## config.mk

```make
export PLATFORM = sky130hd
export DESIGN_NAME = sapp_host
export DESIGN_NICKNAME = d
export VERILOG_FILES = /design/src/sapp_pkg.sv /design/src/sapp_decode.sv /design/src/sapp_host.sv
export SDC_FILE = /design/constraint.sdc
export NUM_CORES = 1
export LEC_CHECK = 0
export BUFFER_PORTS_ARGS = -buffer_cell sky130_fd_sc_hd__buf_4
export CORE_MARGIN = 2
export CORE_UTILIZATION = 40
export DETAILED_ROUTE_END_ITERATION = 12
export GPL_TIMING_DRIVEN = 0
export PLACE_DENSITY_LB_ADDON = 0.1
export SLEW_MARGIN = 20
export SYNTH_ARGS = -nofsm -noshare
export SYNTH_HDL_FRONTEND = slang
export SYNTH_HIERARCHICAL = 1
export SYNTH_SLANG_ARGS = --single-unit
```

## constraint.sdc

```tcl
create_clock -name clk -period 4.8 [get_ports clk]
set_input_delay 0.24 -clock clk [delete_from_list [all_inputs] [get_ports clk]]
set_output_delay 0.24 -clock clk [all_outputs]
set_load 0.03 [all_outputs]
```

## src/sapp_pkg.sv

```systemverilog
// Summary of operation
// - Offset write word: low 12 bits signed offset, upper 3 bits zero.
// - Host keeps offset between -1310 and +1310.
// - New offset may be written any time between conversions.
// - Mode straps must be 0,1 or 1,0; equal values forbidden.
// - Host never reads during a conversion.
// - Host may hold chip select low and use only read strobe.
// - Host leaves a quiet gap after bus activity before next sample start.
package sapp_pkg;
   // register byte offsets of the controller's own APB map
   localparam logic [7:0] CTRL_ADDR   = 8'h00;
   localparam logic [7:0] OFFSET_ADDR = 8'h04;
   localparam logic [7:0] STATUS_ADDR = 8'h08;
   localparam logic [7:0] RESULT_ADDR = 8'h0c;
   // control fields
   localparam int CTRL_START  = 0;
   localparam int CTRL_WRITE  = 1;
   localparam int CTRL_MODE   = 2;
   localparam int CTRL_CLAMP  = 3;
   // result word fields
   localparam int RES_W       = 15;
   localparam int FLAG_BIT    = 14;
   localparam int SIGN_BIT    = 13;
   localparam int OFS_W       = 12;
   localparam logic signed [11:0] OFS_MIN = -12'sd1310;
   localparam logic signed [11:0] OFS_MAX = 12'sd1310;
   // timing in ns and derived cycles at 200 MHz
   localparam int CLK_NS      = 5;
   localparam int STROBE_NS   = 20;
   localparam int QUIET_NS    = 30;
   localparam int STROBE_CYC  = (STROBE_NS + CLK_NS - 1) / CLK_NS;
   localparam int QUIET_CYC   = (QUIET_NS + CLK_NS - 1) / CLK_NS;
   // status bits
   localparam int ST_BUSY     = 0;
   localparam int ST_DONE     = 1;
   localparam int ST_OFSERR   = 2;
   typedef enum logic [2:0] {
      SAPP_IDLE  = 3'b000,
      SAPP_CONV  = 3'b001,
      SAPP_READ  = 3'b011,
      SAPP_QUIET = 3'b010,
      SAPP_WRITE = 3'b110
   } sapp_state_e;
endpackage

```

## src/sapp_decode.sv

```systemverilog
`timescale 1ns/1ps
`default_nettype none
// classifies a raw result word read from the converter
module sapp_decode (
   input  wire logic [14:0] word,
   input  wire logic        clampOn,
   output logic             belowRange,
   output logic             aboveRange,
   output logic [31:0]      value
);
   // clamped words keep the flag as a plain marker; unclamped ones carry sign
   always_comb begin
      belowRange = 1'b0;
      aboveRange = 1'b0;
      value      = {17'h00000, word};
      if (word[sapp_pkg::FLAG_BIT]) begin
         if (!clampOn && word[sapp_pkg::SIGN_BIT]) begin
            belowRange = 1'b1;
            value      = {{17{1'b1}}, word};
         end else if (!clampOn) begin
            aboveRange = 1'b1;
         end else begin
            aboveRange = 1'b1;
            value      = {18'h00000, word[13:0]};
         end
      end // flag clear: in range
   end
endmodule
`default_nettype wire

```

## src/sapp_host.sv

```systemverilog
// Implementation choices: the register offsets and register access over APB.
`timescale 1ns/1ps
`default_nettype none
module sapp_host (
   input  wire logic        clk,
   input  wire logic        sys_rst,
   input  wire logic        psel,
   input  wire logic        penable,
   input  wire logic        pwrite,
   input  wire logic [7:0]  paddr,
   input  wire logic [31:0] pwdata,
   output logic [31:0]      prdata,
   output logic             pready,
   output logic             pslverr,
   output logic             sample_start_n,
   output logic             chipSelect_n,
   output logic             readStrobe_n,
   output logic             writeStrobe_n,
   output logic             modeSel1,
   output logic             modeSel2,
   output logic             clamp_select,
   input  wire logic        convBusy_n,
   input  wire logic [14:0] resultLinesIn,
   output logic [14:0]      resultLinesOut,
   output logic [14:0]      resultLinesOe_n
);
   sapp_pkg::sapp_state_e state, next_state;
   logic [31:0] ctrl, next_ctrl;
   logic [11:0] offset, next_offset;
   logic [2:0]  status, next_status;
   logic [31:0] result, next_result;
   logic [7:0]  cnt, next_cnt;
   logic        pending, next_pending;
   logic        ofsPending, next_ofsPending;
   logic [14:0] word, next_word;
   logic        convN, next_convN, csN, next_csN, rdN, next_rdN, wrN, next_wrN;
   logic        oeN, next_oeN;
   logic [31:0] rdata, next_rdata;
   logic        busyS1, busyS2, busyS3;
   logic [14:0] dataS1, dataS2;
   logic        below, above;
   logic [31:0] decoded;
   logic        apbWr;
   logic        justRead, next_justRead;
   logic        modeOne, next_modeOne;

   // two-flop synchronisers for converter pins
   always_ff @(posedge clk or posedge sys_rst) begin
      if (sys_rst) begin
         busyS1 <= 1'b1;
         busyS2 <= 1'b1;
         busyS3 <= 1'b1;
         dataS1 <= 15'h0000;
         dataS2 <= 15'h0000;
      end else begin
         busyS1 <= convBusy_n;
         busyS2 <= busyS1;
         busyS3 <= busyS2;
         dataS1 <= resultLinesIn;
         dataS2 <= dataS1;
      end
   end

   sapp_decode sapp_decode_i (
      .word       (word),
      .clampOn    (ctrl[sapp_pkg::CTRL_CLAMP]),
      .belowRange (below),
      .aboveRange (above),
      .value      (decoded)
   );

   assign apbWr = psel && penable && pwrite;

   // register file, sequencer and pin drive
   always_comb begin
      next_state      = state;
      next_ctrl       = ctrl;
      next_offset     = offset;
      next_status     = status;
      next_result     = result;
      next_cnt        = cnt;
      next_pending    = pending;
      next_ofsPending = ofsPending;
      next_word       = word;
      next_convN      = convN;
      next_csN        = csN;
      next_rdN        = rdN;
      next_wrN        = wrN;
      next_oeN        = oeN;
      next_rdata      = 32'h00000000;
      next_justRead   = 1'b0;
      if (psel && !penable && !pwrite) begin
         case (paddr)
            sapp_pkg::CTRL_ADDR:   next_rdata = ctrl;
            sapp_pkg::OFFSET_ADDR: next_rdata = {20'h00000, offset};
            sapp_pkg::STATUS_ADDR: next_rdata = {29'h00000000, status};
            sapp_pkg::RESULT_ADDR: next_rdata = result;
            default:               next_rdata = 32'h00000000;
         endcase
      end
      if (apbWr) begin
         case (paddr)
            sapp_pkg::CTRL_ADDR: begin
               next_ctrl = {28'h0000000, pwdata[3:2], 2'b00};
               if (pwdata[sapp_pkg::CTRL_START]) next_pending = 1'b1;
               if (pwdata[sapp_pkg::CTRL_WRITE]) next_ofsPending = 1'b1;
            end
            sapp_pkg::OFFSET_ADDR: begin
               // out-of-span offsets refused and flagged
               if ($signed(pwdata[11:0]) < sapp_pkg::OFS_MIN ||
                   $signed(pwdata[11:0]) > sapp_pkg::OFS_MAX) begin
                  next_status[sapp_pkg::ST_OFSERR] = 1'b1;
               end else begin
                  next_offset = pwdata[11:0];
               end
            end
            sapp_pkg::STATUS_ADDR: begin
               // write one to clear; hardware set below wins
               next_status = status & ~pwdata[2:0];
            end
            default: ;
         endcase
      end
      // registered copy so the strap pin needs no inverter
      next_modeOne = !next_ctrl[sapp_pkg::CTRL_MODE];
      case (state)
         sapp_pkg::SAPP_IDLE: begin
            if (ofsPending) begin
               next_ofsPending = 1'b0;
               next_state      = sapp_pkg::SAPP_WRITE;
               next_csN        = 1'b0;
               next_wrN        = 1'b0;
               next_oeN        = 1'b0;
               next_cnt        = 8'(sapp_pkg::STROBE_CYC);
            end else if (pending) begin
               next_pending = 1'b0;
               next_state   = sapp_pkg::SAPP_CONV;
               next_convN   = 1'b0;
               next_cnt     = 8'(sapp_pkg::STROBE_CYC);
            end
         end
         sapp_pkg::SAPP_CONV: begin
            if (cnt != 8'h00) next_cnt = cnt - 8'h01;
            else next_convN = 1'b1;
            // no strobe until conversion flag rises
            if (busyS2 && !busyS3) begin
               next_state = sapp_pkg::SAPP_READ;
               next_csN   = 1'b0; // holding it low for good is also legal
               next_rdN   = 1'b0;
               next_convN = 1'b1;
               next_cnt   = 8'(sapp_pkg::STROBE_CYC + 2);
            end
         end
         sapp_pkg::SAPP_READ: begin
            if (cnt != 8'h00) begin
               next_cnt = cnt - 8'h01;
            end else begin
               next_word  = dataS2;
               next_justRead = 1'b1;
               next_csN   = 1'b1;
               next_rdN   = 1'b1;
               next_state = sapp_pkg::SAPP_QUIET;
               next_cnt   = 8'(sapp_pkg::QUIET_CYC);
            end
         end
         sapp_pkg::SAPP_WRITE: begin
            if (cnt != 8'h00) begin
               next_cnt = cnt - 8'h01;
            end else begin
               // chip select stays low one more cycle: the word is taken on the rising strobe
               next_wrN   = 1'b1;
               next_state = sapp_pkg::SAPP_QUIET;
               next_cnt   = 8'(sapp_pkg::QUIET_CYC);
            end
         end
         sapp_pkg::SAPP_QUIET: begin
            next_csN = 1'b1;
            next_rdN = 1'b1;
            next_oeN = 1'b1;
            // quiet gap before any next sample start
            if (cnt != 8'h00) next_cnt = cnt - 8'h01;
            else next_state = sapp_pkg::SAPP_IDLE;
            // decoded word settles one cycle after the read; set wins over a clear
            if (justRead) begin
               next_result = {below, above, decoded[29:0]};
               next_status[sapp_pkg::ST_DONE] = 1'b1;
            end
         end
         default: next_state = sapp_pkg::SAPP_IDLE;
      endcase
      // busy covers queued requests too, so software never sees a false idle
      next_status[sapp_pkg::ST_BUSY] = (next_state != sapp_pkg::SAPP_IDLE) ||
                                       next_pending || next_ofsPending;
   end

   always_ff @(posedge clk or posedge sys_rst) begin
      if (sys_rst) begin
         state      <= sapp_pkg::SAPP_IDLE;
         ctrl       <= 32'h00000000;
         offset     <= 12'h000;
         status     <= 3'h0;
         result     <= 32'h00000000;
         cnt        <= 8'h00;
         pending    <= 1'b0;
         ofsPending <= 1'b0;
         word       <= 15'h0000;
         convN      <= 1'b1;
         csN        <= 1'b1;
         rdN        <= 1'b1;
         wrN        <= 1'b1;
         oeN        <= 1'b1;
         rdata      <= 32'h00000000;
         justRead   <= 1'b0;
         modeOne    <= 1'b1;
      end else begin
         state      <= next_state;
         ctrl       <= next_ctrl;
         offset     <= next_offset;
         status     <= next_status;
         result     <= next_result;
         justRead   <= next_justRead;
         modeOne    <= next_modeOne;
         cnt        <= next_cnt;
         pending    <= next_pending;
         ofsPending <= next_ofsPending;
         word       <= next_word;
         convN      <= next_convN;
         csN        <= next_csN;
         rdN        <= next_rdN;
         wrN        <= next_wrN;
         oeN        <= next_oeN;
         rdata      <= next_rdata;
      end
   end

   // pin outputs straight from flops; upper three offset bits forced zero
   always_comb begin
      prdata          = rdata;
      pready          = 1'b1;
      pslverr         = 1'b0;
      sample_start_n  = convN;
      chipSelect_n    = csN;
      readStrobe_n    = rdN;
      writeStrobe_n   = wrN;
      modeSel1        = modeOne;
      modeSel2        = ctrl[sapp_pkg::CTRL_MODE];
      clamp_select    = ctrl[sapp_pkg::CTRL_CLAMP];
      resultLinesOut  = {3'b000, offset};
      resultLinesOe_n = {15{oeN}};
   end

   strobe_excl_a: assert property (@(posedge clk) disable iff (sys_rst)
      !(readStrobe_n == 1'b0 && writeStrobe_n == 1'b0))
      else $error("read and write strobes low together");
   no_read_conv_a: assert property (@(posedge clk) disable iff (sys_rst)
      (state == sapp_pkg::SAPP_CONV) |-> readStrobe_n)
      else $error("read strobe during conversion");
   write_drive_a: assert property (@(posedge clk) disable iff (sys_rst)
      !writeStrobe_n |-> !chipSelect_n && resultLinesOe_n == 15'h0000)
      else $error("write strobe without driven bus");
   write_hold_a: assert property (@(posedge clk) disable iff (sys_rst)
      $rose(writeStrobe_n) |-> !chipSelect_n && resultLinesOe_n == 15'h0000)
      else $error("chip select or bus released with the write strobe");
   upper_zero_a: assert property (@(posedge clk) disable iff (sys_rst)
      resultLinesOut[14:12] == 3'b000)
      else $error("offset upper bits not zero");
   mode_legal_a: assert property (@(posedge clk) disable iff (sys_rst)
      modeSel1 != modeSel2)
      else $error("forbidden mode strap");
   quiet_gap_a: assert property (@(posedge clk) disable iff (sys_rst)
      $rose(writeStrobe_n) |-> sample_start_n [*4])
      else $error("sample start inside quiet gap");
   read_gap_a: assert property (@(posedge clk) disable iff (sys_rst)
      $rose(readStrobe_n) |-> sample_start_n [*4])
      else $error("sample start inside quiet gap after read");
   offset_span_a: assert property (@(posedge clk) disable iff (sys_rst)
      $signed(offset) >= sapp_pkg::OFS_MIN && $signed(offset) <= sapp_pkg::OFS_MAX)
      else $error("offset outside span");
   rd_cs_a: assert property (@(posedge clk) disable iff (sys_rst)
      !readStrobe_n |-> !chipSelect_n && resultLinesOe_n[0])
      else $error("read without chip select or bus not released");
endmodule
`default_nettype wire

```

==> metrics.yaml <==
global_route:
  grt_first_pass_wirelength_um: 20000
  grt_pass1_vias: 3973
  track_usage_pct: 15.9
  gr-total-overflow: 0
  antenna_found_initial: 0
  grt_max_degree: 85
final_layout:
  multi_input_area_mm2: 0.00184
  fin_nets: 677
  drive_gt1_share_pct: 42.7
  area_growth_pct: 30.5
  postLayoutCellArea_mm2: 0.00791
  antennaDiodeCount: 0
  post-route-util_pct: 54.0
  regArea_mm2: 0.00374
  final_cells: 811
  fill_cells: 1299
worst_setup_path:
  timing.rr.end: "word[2]$_DFFE_PP0P_"
  r2r_start: "cnt[1]$_DFFE_PP0P_"
  crit_path_max_fanout: 10
  ff2ff_setup_slack_ns: 2.08
  crit_type: "flip-flop to flip-flop"
  crit_arrival_ns: 3.02
  startpoint_type: "flip-flop"
  r2r.worst_path.cells: 8
  worstSetupEndpointType: "flip-flop"
  worstPathRequired_ns: 5.10
  cp-startpoint: "cnt[1]$_DFFE_PP0P_"
clock_tree:
  cts-root-buf: "clkbuf_16"
  cts_buffers: 17
  post_cts_resized: 0
  worstSkewPairLatency_ns: 0.42
  cts_sinks: 149
  cts_tree: "done"
  cts_buffer_depth: 2
  cts.htree.levels: 4
  path_clk_slew_ns: 0.06
hold_path:
  hold_end: "modeSel1$_DFF_PP1_"
  hp-start: "pwdata[2]"
  hold_depth: 2
  hold_path_class: "input pin to flip-flop"
detailed_routing:
  wl_per_cell_um: 14.8
  drt_wl_total_um: 12000
  route.vias.total: 3904
  viasPerCell: 4.81
  drt_iter0_markers: 161
  ant_nets: 0
  drc: 0
  drt_first_pass_iters: 4
timing:
  period_needed_ns: 2.72
  worst_slack_ns: 2.08
  maxSlewViolCount: 0
  finClkSkew_ns: 0.0105
  max_slew_margin_pct: 49.4
  fmax_mhz: 368
  finalSetupViolCount: 0
  hold_slack_ns: 0.0465
  finalSetupTns_ns: 0
  hold_violations: 0
  worst_pin_slew_ns: 0.754
  fin_crit_sh_pct: 56.6
  rsz0062_at_grt: "no"
power:
  switching_share_pct: 27.4
  p_clk_share_pct: 41.9
  power_mw: 3.29
  p_int_mw: 2.39
  cellLeakagePower_nw: 3.94
  combPwrFrac_pct: 15.2
  power.share.sequential_pct: 42.8
  p_per_area_mw_per_mm2: 416
  switchingPower_uw: 902
  vdd_ir_drop_max_uv: 241
placement:
  place_ws_ns: 2.06
  dp.cells: 762
  place_hpwl_um: 8180
  gp_congestion: 0.859
  portBuffers: 104
  place_area_mm2: 0.00712
floorplan:
  dieArea_mm2: 0.0161
  start_util_pct: 41.4
  die_h_um: 127
  coreArea_mm2: 0.0146
  ioPinCount: 132
  row_count: 44
  die_w_um: 127
job:
  maxCapViolations: 0
synth:
  netlist_instances: 470
  syn_area_mm2: 0.00606
  ys_warn_count: 6
  synth_area_per_cell_um2: 12.9
status:
  status: "complete, no violations"
[power groups by stage]
stage	Sequential, mW	Combinational [mW]	Clock [mW]
floorplan	1.44	0.334	0
global placement	1.43	0.471	0
detailed placement	1.43	0.489	0
CTS	1.41	0.502	1.42
global route	1.42	0.560	1.46
finish	1.41	0.501	1.38
[area by class of cell]
class	instances	share of cell area (%)
sequential	149	47.3
multi-input combinational	246	23.3
timing repair buffer	122	12.4
buffer	64	5.54
clock buffer	17	5.38
tap	184	2.91
clock inverter	15	2.44
inverter	14	0.791
[cell usage in the layout, fill, tap and decap left out, drive strengths merged, types with 5 or more instances in the layout]
master / n
mux2i: 10
nand4: 5
a31oi: 9
a21oi: 9
and2: 22
nor3: 9
clkbuf: 28
nand2: 16
buf: 158
nor2: 31
clkinv: 5
o21ai: 21
dfrtp: 140
nand2b: 6
mux2: 61
conb: 5
inv: 20
dlygate4sd3: 17
dfstp: 9
[how the worst max path moves through the flow]
stage | end | slack, ns | cells after the start
2_1_floorplan | cnt[0]$_DFFE_PP0P_ | 0.57 | 1
3_3_place_gp | dataS1[4]$_DFF_PP0_ | -1.14 | 2
3_5_place_dp | word[2]$_DFFE_PP0P_ | 2.06 | 8
4_1_cts | word[2]$_DFFE_PP0P_ | 2.04 | 8
5_1_grt | word[2]$_DFFE_PP0P_ | 1.90 | 8
6_report | word[2]$_DFFE_PP0P_ | 2.08 | 8
[worst max-delay path, stage by stage (launching register included)]
cell	delay [ns]
dfrtp_1	0.42
inv_1	0.09
ha_1	0.17
or3b_4	0.42
nor3_4	0.39
inv_4	0.12
nor3_4	0.44
buf_8	0.24
mux2_4	0.31
[metal layers]
metal | vias to the layer above | GRT usage, % | share of wire [%]
li1 | 1859 | - | -
met1 | 1913 | 20.2 | 44
met2 | 113 | 25.0 | 48
met3 | 19 | 5.32 | 6.1
met4 | 0 | 6.79 | 1.5
met5 | - | 0 | 0
[registers in the layout (all words and copies together) (netlist names)]
signal          flops
chipSelect_n        1
oeN                 1
prdata             32
writeStrobe_n       1
status              3
ctrl                2
busyS3              1
sample_start_n      1
pending             1
ofsPending          1
state               3
word               15
cnt                 8
result             32
busyS2              1
busyS1              1
offset             12
dataS1             15
modeSel1            1
readStrobe_n        1
justRead            1
dataS2             15
[what timing repair did]
item	CTS	global route
endpoints found under the setup margin	0	0
endpoints found under the hold margin	74	0
hold buffers	17	0
buffers inserted	0	0
(Power assumes the default switching activity.)
